File: config.mk
export PLATFORM = sky130hd
export DESIGN_NAME = tf_inhibit_handler
export DESIGN_NICKNAME = d
export VERILOG_FILES = /design/src/core/pin_sync3.v /design/src/core/axil_reg_port.v /design/src/core/tf_inhibit_handler.v
export VERILOG_INCLUDE_DIRS = /design/src /design/src/core
export SDC_FILE = /design/constraint.sdc
export NUM_CORES = 1
export LEC_CHECK = 0
export BUFFER_PORTS_ARGS = -buffer_cell sky130_fd_sc_hd__buf_2
export CAP_MARGIN = 20
export CORE_ASPECT_RATIO = 1.75
export CORE_MARGIN = 3
export CORE_UTILIZATION = 37
export CTS_CLUSTER_SIZE = 20
export DETAILED_ROUTE_END_ITERATION = 16
export SETUP_SLACK_MARGIN = 0.3
export SLEW_MARGIN = 20
export SYNTH_ARGS = -nofsm -noshare
export SYNTH_HDL_FRONTEND = slang
export SYNTH_HIERARCHICAL = 1
export SYNTH_SLANG_ARGS = --single-unit
File: constraint.sdc
create_clock -name clk_sys -period 2.05 [get_ports clk_sys]
set_clock_uncertainty 0.2 [all_clocks]
set_input_delay 0.41 -clock clk_sys [delete_from_list [all_inputs] [get_ports clk_sys]]
set_output_delay 0.41 -clock clk_sys [all_outputs]
set_load 0.01 [all_outputs]
File: src/core/tf_inhibit_consts.vh
// Purpose: constants for the terminal flag inhibit mode command handler
// Assumes: 32-bit AXI4-Lite register words, index times four gives the byte address
// Notes: definitions only
`ifndef TF_INHIBIT_CONSTS_VH
`define TF_INHIBIT_CONSTS_VH

// register indexes
`define IDX_CFG1 6'h01
`define IDX_STATUS_BITS 6'h06
`define IDX_TF_INHIBIT 6'h13
`define IDX_IRQ_STAT 6'h20
`define IDX_IRQ_MASK 6'h21
`define IDX_MSG_STAT 6'h22

// configuration register 1 fields
`define CFG1_UMC_INVALID 0
`define CFG1_ILL_DETECT 1
`define CFG1_SOFT_RESET 2
`define CFG1_RESET 2'h0

// status bits register field
`define STB_TERMINAL_FLAG 0

// interrupt bit positions
`define IRQ_W 4
`define IRQ_WORD_AVAIL 0
`define IRQ_DESCRIPTOR_BROADCAST_FLAG_RX 1
`define IRQ_ILL_CMD 2
`define IRQ_MSG_ERR 3

// mode codes
`define MC_INHIBIT_FLAG 5'h06
`define MC_OVERRIDE_FLAG 5'h07
`define MC_RESET_TERMINAL 5'h08

// bus answers
`define RESP_OKAY 2'h0
`define RESP_SLVERR 2'h2

// address and data widths
`define AXI_AW 8
`define AXI_DW 32
`define IDX_LSB 2

`endif

File: src/core/pin_sync3.v
// Purpose: bring an asynchronous pin level into the clk_sys domain
// Assumes: pin level held far longer than three clock cycles
// Notes: the output only moves when the second and third stages agree
`timescale 1ns/1ns
`include "tf_inhibit_consts.vh"

module pin_sync3 #(
  parameter RESET_LEVEL = 1'b1
) (
  // clock and reset
  input wire clk_sys,
  input wire resetn,
  // pin and its clean level
  input wire pin_in,
  output reg level_r
);

  reg s1_r;
  reg s2_r;
  reg s3_r;

  // first stage feeds only the second; agreement filters a late settle
  always @(posedge clk_sys) begin
    if (!resetn) begin
      s1_r <= RESET_LEVEL;
      s2_r <= RESET_LEVEL;
      s3_r <= RESET_LEVEL;
      level_r <= RESET_LEVEL;
    end else begin
      s1_r <= pin_in;
      s2_r <= s1_r;
      s3_r <= s2_r;
      if (s2_r == s3_r) begin
        level_r <= s3_r;
      end
    end
  end

endmodule

File: src/core/axil_reg_port.v
// Purpose: AXI4-Lite slave front end for a word register file
// Assumes: one write and one read outstanding at a time
// Notes: register file stays in the parent; this only speaks the protocol
`timescale 1ns/1ns
`include "tf_inhibit_consts.vh"

module axil_reg_port (
  // clock and reset
  input wire clk_sys,
  input wire resetn,
  // write channels
  input wire [`AXI_AW-1:0] s_axi_awaddr,
  input wire s_axi_awvalid,
  output reg s_axi_awready,
  input wire [`AXI_DW-1:0] s_axi_wdata,
  input wire [3:0] s_axi_wstrb,
  input wire s_axi_wvalid,
  output reg s_axi_wready,
  output reg [1:0] s_axi_bresp,
  output reg s_axi_bvalid,
  input wire s_axi_bready,
  // read channels
  input wire [`AXI_AW-1:0] s_axi_araddr,
  input wire s_axi_arvalid,
  output reg s_axi_arready,
  output reg [`AXI_DW-1:0] s_axi_rdata,
  output reg [1:0] s_axi_rresp,
  output reg s_axi_rvalid,
  input wire s_axi_rready,
  // register file side
  output reg wr_en,
  output reg [5:0] wr_idx,
  output reg [`AXI_DW-1:0] wr_data,
  output reg [3:0] wr_strb,
  input wire wr_ok,
  output wire [5:0] rd_idx,
  input wire [`AXI_DW-1:0] rd_data,
  input wire rd_ok
);

  reg aw_got_r;
  reg w_got_r;
  reg aw_got_nxt;
  reg w_got_nxt;
  reg bvalid_nxt;
  reg rvalid_nxt;
  wire aw_hs = s_axi_awvalid & s_axi_awready;
  wire w_hs = s_axi_wvalid & s_axi_wready;
  wire ar_hs = s_axi_arvalid & s_axi_arready;
  wire do_wr = aw_got_nxt & w_got_nxt & ~wr_en & ~s_axi_bvalid;

  assign rd_idx = s_axi_araddr[`IDX_LSB+5:`IDX_LSB];

  // address and data may arrive in either order
  always @* begin
    aw_got_nxt = aw_got_r | aw_hs;
    w_got_nxt = w_got_r | w_hs;
    bvalid_nxt = s_axi_bvalid & ~s_axi_bready;
    // response waits for the cycle in which the parent has decoded the index
    if (wr_en) begin
      bvalid_nxt = 1'b1;
    end
    rvalid_nxt = (s_axi_rvalid & ~s_axi_rready) | ar_hs;
  end

  // ready is registered so it never depends on valid combinationally
  always @(posedge clk_sys) begin
    if (!resetn) begin
      aw_got_r <= 1'b0;
      w_got_r <= 1'b0;
      s_axi_awready <= 1'b0;
      s_axi_wready <= 1'b0;
      s_axi_arready <= 1'b0;
      s_axi_bvalid <= 1'b0;
      s_axi_bresp <= `RESP_OKAY;
      s_axi_rvalid <= 1'b0;
      s_axi_rresp <= `RESP_OKAY;
      s_axi_rdata <= {`AXI_DW{1'b0}};
      wr_en <= 1'b0;
      wr_idx <= 6'h00;
      wr_data <= {`AXI_DW{1'b0}};
      wr_strb <= 4'h0;
    end else begin
      wr_en <= 1'b0;
      if (aw_hs) begin
        wr_idx <= s_axi_awaddr[`IDX_LSB+5:`IDX_LSB];
      end
      if (w_hs) begin
        wr_data <= s_axi_wdata;
        wr_strb <= s_axi_wstrb;
      end
      aw_got_r <= aw_got_nxt & ~do_wr;
      w_got_r <= w_got_nxt & ~do_wr;
      s_axi_awready <= ~aw_got_nxt & ~bvalid_nxt;
      s_axi_wready <= ~w_got_nxt & ~bvalid_nxt;
      s_axi_bvalid <= bvalid_nxt;
      s_axi_rvalid <= rvalid_nxt;
      s_axi_arready <= ~rvalid_nxt;
      // wr_en follows both halves; bresp is taken from its decode
      if (do_wr) begin
        wr_en <= 1'b1;
      end
      if (wr_en) begin
        s_axi_bresp <= wr_ok ? `RESP_OKAY : `RESP_SLVERR;
      end
      if (ar_hs) begin
        s_axi_rdata <= rd_data;
        s_axi_rresp <= rd_ok ? `RESP_OKAY : `RESP_SLVERR;
      end
    end
  end

endmodule

File: src/core/tf_inhibit_handler.v
// Purpose: inhibit terminal flag mode command handling in a remote terminal
// Assumes: command fields arrive decoded, same clock, one cmd_valid pulse per message
// Notes: other mode codes only matter here for clearing the flag inhibit
// Behaviour
// - mode code 00110 with transmit bit set is the inhibit flag command
// - valid command: clear message error, send status, descriptor flags updated
// - broadcast: set broadcast received status bit, no status word sent
// - success: record bus in info word, clear its errors, offer irqs
// - executing the command sets the flag inhibit bit, index 0x0013
// - while inhibited, host terminal flag is ignored, status sent flag clear
// - override flag or reset terminal command clears the inhibit
// - soft reset bit or master reset pin also clears the inhibit
// - invalid word, or receive with undefined invalid set: total silence
// - undefined invalid case ignores the illegalization table bit
// - receive, table bit clear: in form answer, access error set
// - table bit clear or detection off gives in form answer
// - table bit set with detection on: message error, illegal command info, irqs
// - data word follows: no status, message and word count errors
`timescale 1ns/1ns
`include "tf_inhibit_consts.vh"

module tf_inhibit_handler (
  // clock and reset
  input wire clk_sys,
  input wire resetn,
  // master reset pin, active low, asynchronous
  input wire master_reset_pin_n,
  // decoded command from the message decoder
  input wire cmd_valid,
  input wire cmd_word_ok,
  input wire cmd_is_mode,
  input wire cmd_tr,
  input wire [4:0] cmd_code,
  input wire cmd_descriptor_broadcast_flag,
  input wire cmd_bus,
  input wire cmd_data_follows,
  input wire illegal_table_bit,
  // status word request to the encoder
  output reg status_tx_r,
  output reg status_tf_r,
  output reg status_me_r,
  output reg status_bcr_r,
  // descriptor control word update
  output reg desc_wr_r,
  output reg descriptor_access_error_r,
  output reg descriptor_broadcast_flag_r,
  output reg descriptor_pingpong_flag_r,
  // message info word write
  output reg info_wr_r,
  output reg receiving_bus_id_r,
  output reg message_error_flag_r,
  output reg illegal_command_flag_r,
  output reg terminal_to_terminal_flag_r,
  output reg word_count_error_flag_r,
  // interrupt
  output reg irq_r,
  // AXI4-Lite register bus
  input wire [`AXI_AW-1:0] s_axi_awaddr,
  input wire s_axi_awvalid,
  output wire s_axi_awready,
  input wire [`AXI_DW-1:0] s_axi_wdata,
  input wire [3:0] s_axi_wstrb,
  input wire s_axi_wvalid,
  output wire s_axi_wready,
  output wire [1:0] s_axi_bresp,
  output wire s_axi_bvalid,
  input wire s_axi_bready,
  input wire [`AXI_AW-1:0] s_axi_araddr,
  input wire s_axi_arvalid,
  output wire s_axi_arready,
  output wire [`AXI_DW-1:0] s_axi_rdata,
  output wire [1:0] s_axi_rresp,
  output wire s_axi_rvalid,
  input wire s_axi_rready
);

  wire wr_en;
  wire [5:0] wr_idx;
  wire [`AXI_DW-1:0] wr_data;
  wire [3:0] wr_strb;
  wire [5:0] rd_idx;
  reg [`AXI_DW-1:0] rd_data;
  reg rd_ok;
  reg wr_ok;
  wire mr_level;

  reg undefined_mode_invalid_r;
  reg ill_detect_r;
  reg soft_reset_bit_r;
  reg host_tf_r;
  reg tf_inhibit_r;
  reg [`IRQ_W-1:0] irq_stat_r;
  reg [`IRQ_W-1:0] irq_mask_r;
  reg [`IRQ_W-1:0] irq_stat_nxt;
  reg me_r;
  reg bcr_r;

  // decode results
  reg act;
  reg send_st;
  reg me_nxt;
  reg ae_nxt;
  reg bc_nxt;
  reg i_message_error_flag;
  reg i_ill;
  reg i_wct;
  reg set_inh;
  reg clr_inh_cmd;
  reg [`IRQ_W-1:0] ev;

  axil_reg_port u_port (
    .clk_sys(clk_sys),
    .resetn(resetn),
    .s_axi_awaddr(s_axi_awaddr),
    .s_axi_awvalid(s_axi_awvalid),
    .s_axi_awready(s_axi_awready),
    .s_axi_wdata(s_axi_wdata),
    .s_axi_wstrb(s_axi_wstrb),
    .s_axi_wvalid(s_axi_wvalid),
    .s_axi_wready(s_axi_wready),
    .s_axi_bresp(s_axi_bresp),
    .s_axi_bvalid(s_axi_bvalid),
    .s_axi_bready(s_axi_bready),
    .s_axi_araddr(s_axi_araddr),
    .s_axi_arvalid(s_axi_arvalid),
    .s_axi_arready(s_axi_arready),
    .s_axi_rdata(s_axi_rdata),
    .s_axi_rresp(s_axi_rresp),
    .s_axi_rvalid(s_axi_rvalid),
    .s_axi_rready(s_axi_rready),
    .wr_en(wr_en),
    .wr_idx(wr_idx),
    .wr_data(wr_data),
    .wr_strb(wr_strb),
    .wr_ok(wr_ok),
    .rd_idx(rd_idx),
    .rd_data(rd_data),
    .rd_ok(rd_ok)
  );

  // pin idles high; low means master reset
  pin_sync3 #(
    .RESET_LEVEL(1'b1)
  ) u_mr_sync (
    .clk_sys(clk_sys),
    .resetn(resetn),
    .pin_in(master_reset_pin_n),
    .level_r(mr_level)
  );

  wire mr_act = ~mr_level;
  wire wr_lo = wr_en & wr_strb[0];

  // command classification; silence is the default for every path
  always @* begin
    act = 1'b0;
    send_st = 1'b0;
    me_nxt = me_r;
    ae_nxt = 1'b0;
    bc_nxt = cmd_descriptor_broadcast_flag;
    i_message_error_flag = 1'b0;
    i_ill = 1'b0;
    i_wct = 1'b0;
    set_inh = 1'b0;
    clr_inh_cmd = 1'b0;
    ev = {`IRQ_W{1'b0}};
    if (cmd_valid & cmd_word_ok & cmd_is_mode & cmd_tr & ~cmd_data_follows &
        ((cmd_code == `MC_OVERRIDE_FLAG) | (cmd_code == `MC_RESET_TERMINAL))) begin
      clr_inh_cmd = 1'b1;
    end
    // undefined-invalid check comes first, so a receive it rejects never reaches the table bit
    if (cmd_valid & cmd_word_ok & cmd_is_mode & (cmd_code == `MC_INHIBIT_FLAG) &
        ~(~cmd_tr & undefined_mode_invalid_r)) begin
      act = 1'b1;
      ev[`IRQ_WORD_AVAIL] = 1'b1;
      ev[`IRQ_DESCRIPTOR_BROADCAST_FLAG_RX] = cmd_descriptor_broadcast_flag;
      if (cmd_data_follows) begin
        me_nxt = 1'b1;
        ae_nxt = 1'b1;
        bc_nxt = 1'b0;
        i_message_error_flag = 1'b1;
        i_wct = 1'b1;
        ev[`IRQ_DESCRIPTOR_BROADCAST_FLAG_RX] = 1'b0;
        ev[`IRQ_MSG_ERR] = 1'b1;
      end else if (cmd_tr) begin
        me_nxt = 1'b0;
        send_st = ~cmd_descriptor_broadcast_flag;
        set_inh = 1'b1;
      end else if (ill_detect_r & illegal_table_bit) begin
        me_nxt = 1'b1;
        send_st = ~cmd_descriptor_broadcast_flag;
        ae_nxt = 1'b1;
        i_message_error_flag = 1'b1;
        i_ill = 1'b1;
        ev[`IRQ_ILL_CMD] = 1'b1;
      end else begin
        me_nxt = 1'b0;
        send_st = ~cmd_descriptor_broadcast_flag;
        ae_nxt = 1'b1;
      end
    end
  end

  // a new event beats a write-one-to-clear in the same cycle
  always @* begin
    irq_stat_nxt = irq_stat_r;
    if (wr_lo && wr_idx == `IDX_IRQ_STAT) begin
      irq_stat_nxt = irq_stat_r & ~wr_data[`IRQ_W-1:0];
    end
    irq_stat_nxt = irq_stat_nxt | ev;
  end

  // write decode; the inhibit index accepts writes but keeps its state
  always @* begin
    if (wr_idx == `IDX_CFG1) begin
      wr_ok = 1'b1;
    end else if (wr_idx == `IDX_STATUS_BITS) begin
      wr_ok = 1'b1;
    end else if (wr_idx == `IDX_TF_INHIBIT) begin
      wr_ok = 1'b1;
    end else if (wr_idx == `IDX_IRQ_STAT) begin
      wr_ok = 1'b1;
    end else if (wr_idx == `IDX_IRQ_MASK) begin
      wr_ok = 1'b1;
    end else begin
      wr_ok = 1'b0;
    end
  end

  // read decode; unmapped indexes read zero with an error answer
  always @* begin
    rd_data = {`AXI_DW{1'b0}};
    rd_ok = 1'b1;
    if (rd_idx == `IDX_CFG1) begin
      rd_data[`CFG1_UMC_INVALID] = undefined_mode_invalid_r;
      rd_data[`CFG1_ILL_DETECT] = ill_detect_r;
    end else if (rd_idx == `IDX_STATUS_BITS) begin
      rd_data[`STB_TERMINAL_FLAG] = host_tf_r;
    end else if (rd_idx == `IDX_TF_INHIBIT) begin
      rd_data[0] = tf_inhibit_r;
    end else if (rd_idx == `IDX_IRQ_STAT) begin
      rd_data[`IRQ_W-1:0] = irq_stat_r;
    end else if (rd_idx == `IDX_IRQ_MASK) begin
      rd_data[`IRQ_W-1:0] = irq_mask_r;
    end else if (rd_idx == `IDX_MSG_STAT) begin
      rd_data[2:0] = {descriptor_pingpong_flag_r, bcr_r, me_r};
    end else begin
      rd_ok = 1'b0;
    end
  end

  // host registers; soft reset bit is a one-cycle self-clearing request
  always @(posedge clk_sys) begin
    if (!resetn) begin
      undefined_mode_invalid_r <= 1'b0;
      ill_detect_r <= 1'b0;
      soft_reset_bit_r <= 1'b0;
      host_tf_r <= 1'b0;
      irq_mask_r <= {`IRQ_W{1'b0}};
      irq_stat_r <= {`IRQ_W{1'b0}};
      irq_r <= 1'b0;
    end else begin
      soft_reset_bit_r <= 1'b0;
      if (wr_lo && wr_idx == `IDX_CFG1) begin
        undefined_mode_invalid_r <= wr_data[`CFG1_UMC_INVALID];
        ill_detect_r <= wr_data[`CFG1_ILL_DETECT];
        soft_reset_bit_r <= wr_data[`CFG1_SOFT_RESET];
      end else if (wr_lo && wr_idx == `IDX_STATUS_BITS) begin
        host_tf_r <= wr_data[`STB_TERMINAL_FLAG];
      end else if (wr_lo && wr_idx == `IDX_IRQ_MASK) begin
        irq_mask_r <= wr_data[`IRQ_W-1:0];
      end
      irq_stat_r <= irq_stat_nxt;
      irq_r <= |(irq_stat_nxt & irq_mask_r);
    end
  end

  // inhibit: any reset source wins over a command setting it the same cycle
  always @(posedge clk_sys) begin
    if (!resetn) begin
      tf_inhibit_r <= 1'b0;
    end else if (soft_reset_bit_r | mr_act | clr_inh_cmd) begin
      tf_inhibit_r <= 1'b0;
    end else if (set_inh) begin
      tf_inhibit_r <= 1'b1;
    end
  end

  // message status bits and the outgoing words
  always @(posedge clk_sys) begin
    if (!resetn) begin
      me_r <= 1'b0;
      bcr_r <= 1'b0;
      status_tx_r <= 1'b0;
      status_tf_r <= 1'b0;
      status_me_r <= 1'b0;
      status_bcr_r <= 1'b0;
      desc_wr_r <= 1'b0;
      descriptor_access_error_r <= 1'b0;
      descriptor_broadcast_flag_r <= 1'b0;
      descriptor_pingpong_flag_r <= 1'b0;
      info_wr_r <= 1'b0;
      receiving_bus_id_r <= 1'b0;
      message_error_flag_r <= 1'b0;
      illegal_command_flag_r <= 1'b0;
      terminal_to_terminal_flag_r <= 1'b0;
      word_count_error_flag_r <= 1'b0;
    end else begin
      status_tx_r <= send_st;
      desc_wr_r <= act;
      info_wr_r <= act;
      if (soft_reset_bit_r | mr_act) begin
        me_r <= 1'b0;
        bcr_r <= 1'b0;
      end else if (act) begin
        me_r <= me_nxt;
        bcr_r <= cmd_descriptor_broadcast_flag & ~cmd_data_follows;
      end
      if (send_st) begin
        // flag is masked whenever the inhibit is already set or is being set by this command
        status_tf_r <= host_tf_r & ~(tf_inhibit_r | set_inh);
        status_me_r <= me_nxt;
        status_bcr_r <= 1'b0;
      end
      if (act) begin
        descriptor_access_error_r <= ae_nxt;
        descriptor_broadcast_flag_r <= bc_nxt;
        descriptor_pingpong_flag_r <= ~descriptor_pingpong_flag_r;
        receiving_bus_id_r <= cmd_bus;
        message_error_flag_r <= i_message_error_flag;
        illegal_command_flag_r <= i_ill;
        terminal_to_terminal_flag_r <= 1'b0;
        word_count_error_flag_r <= i_wct;
      end
    end
  end

endmodule

==> results.ini <==
[worst_setup_path]
timing.critical_path.from=u_port/wr_idx[2]
critical_path.max_fanout=4
worstRegToRegCells=6
required_ps=2060
timing.rr.start=u_port/wr_idx[2]
setup.worst_path.class=reg -> reg
worstPathArrival_ps=1790
worst_setup_path_start_kind=register
setup.worst_path.end_class=register

[clock_tree]
clk_pin_slew_ps=60
cts.root.buffer_cell=clkbuf_16
clockBufferDepth=2
cts-buffers-inserted=9
tritoncts=yes
numClockSinks=84
insertion_delay_ps=330
cts.hold.buffers_added=0
htree_num_levels=3

[grt]
maximum_number_of_pins_on_one_net_before_global_route_repair=46
gr-usage-all-layers_pct=15.2
grt_pass1_wl_um=14700
globalRouteOverflowTotal=0
first_global_vias=3082
grt_antenna_before_repair=0

[final_layout]
n_antenna_cell=0
areaGrowthSynthToFinish_pct=24.7
finish.net_count=594
seqCellArea_um2=1690
area_of_the_multi_input_gates_um2=2070
final_standard_cell_area_without_fillers_um2=4860
final_layout_size_suffix_gt1_share_pct=37.3
filler_cell_count=966

[floorplan]
die_area_um2=11800
fp.dieH_um=142
core.rowCount=48
boundaryPins=129
floorplan.core_area_um2=10100
floorplan.initialDensity_pct=38.6
dieWidth_um=83.5

[worst_hold_path]
hold_class=in -> reg
holdPathStages=2
holdCritStartpoint=master_reset_pin_n

[pwr]
p_per_area_nw_per_um2=765
static-leakage-power_nw=2.07
power.total_w=0.00372
power.ir.vdd_worst_v=0.000487

[detailed_routing]
drc=0
antenna_violating_nets_post_route=0
detailedRoute.firstIterationViolations=95
detail_route.first_pass.iterations=4
route.detailed.wl_per_inst_um=13.7
vias=3196
route.final.wire_length_um=8950
via_per_inst=4.91

[timing]
grt_setup_unrepaired=true
max_slew_vio_count=0
worst_hold_slack_ps=61.7
post-route-period-util_pct=86.7
min_period_ps=1780
final_setup_fails=0
finalHoldViolations=0
setup_ws_ps=273
achievable-frequency_ghz=0.563
setup_tns_ps=0

[placement]
detailed_place_hpwl_um=6630
globalplace.congestion=0.807
buffer_ports.inserted=89
placed_area_um2=4470
pre_cts_slack_ps=61.1

[synthesis]
syn-mean-instance-area_um2=9.38
synth.yosys.warnings=6
post_synthesis_cell_area_um2=3890
syn-instance-count=415

[run]
reported_max_cap_violation_count=0

[status]
status=finished clean

area by class of cell:
cell class,count,share of cell area [%]
Clock inverter,2,0.309
Sequential cell,84,34.8
Timing Repair Buffer,110,12.9
Inverter,2,0.155
Tap cell,125,3.22
Multi-Input combinational cell,314,42.6
Clock buffer,14,6.06
per-layer routing:
metal  wire (um)  global-route usage, %  vias to the layer above
li1            -                      -                     1651
met1        3670                   16.5                     1463
met2        4740                   28.3                       69
met3         377                   2.91                       13
met4         171                   7.03                        0
met5           0                      0                        -
power breakdown:
group          internal (W)  switching [W]  total, W
clock              0.000986       0.000614   0.00160
sequential          0.00169      0.0000460   0.00174
combinational      0.000170       0.000210  0.000380
stage by stage:
stage,utilization (%),cells
2_1_floorplan,-,445
3_3_place_gp,44.3,633
3_5_place_dp,44.3,633
4_1_cts,47.7,649
5_1_grt,48.1,651
6_report,48.1,651
final timing paths:
| check | endpoint | slack, ps |
|---|---|---|
| hold reg to reg | u_mr_sync/s2_r | 220 |
| setup reg to reg | irq_r | 270 |
| hold / removal | u_mr_sync/s1_r | 60 |
| setup / recovery | irq_r | 270 |
critical path, stage by stage, from the launching register on:
cell and delay (ps):
dfxtp_2 330, nor4b_4 290, buf_4 190, nand3_2 90, a22oi_2 170, o22ai_1 110, a221o_1 280
layout by cell type, fill, tap and decap left out, types with 2 or more instances in the layout:
cell type,instances
conb_1,32
nor3_1,3
nor2_1,16
o21ai_0,7
clkinvlp_4,2
clkbuf_16,9
and3_1,3
nand3_1,48
a21boi_0,7
nor2b_1,14
nor2_2,2
nand2b_1,5
nand2_1,19
dfxtp_1,79
a211oi_1,2
a21bo_2,43
buf_4,19
nand3b_1,4
buf_2,89
dfxtp_2,5
a311oi_1,2
o22ai_1,2
and2_1,3
buf_12,2
nor3_4,2
mux2i_1,11
a21oi_1,56
clkbuf_8,5
flip-flops by register name, summed over array words and instances (netlist names), 4 cells and up:
name and cells:
irq_mask_r 4, irq_stat_r 4, u_port/s_axi_rdata 32, u_port/wr_data 4
u_port/wr_idx 6
repair_timing:
| item | 4_1_cts | 5_1_grt |
|---|---|---|
| endpoints found under the setup margin | 3 | 9 |
| endpoints found under the hold margin | 0 | 0 |
| gates resized for setup | 7 | 11 |
| pin swaps | 4 | 9 |
| gates cloned | 0 | 0 |
| buffers inserted | 0 | 2 |
No activity file was read; power rests on OpenSTA's default activity.
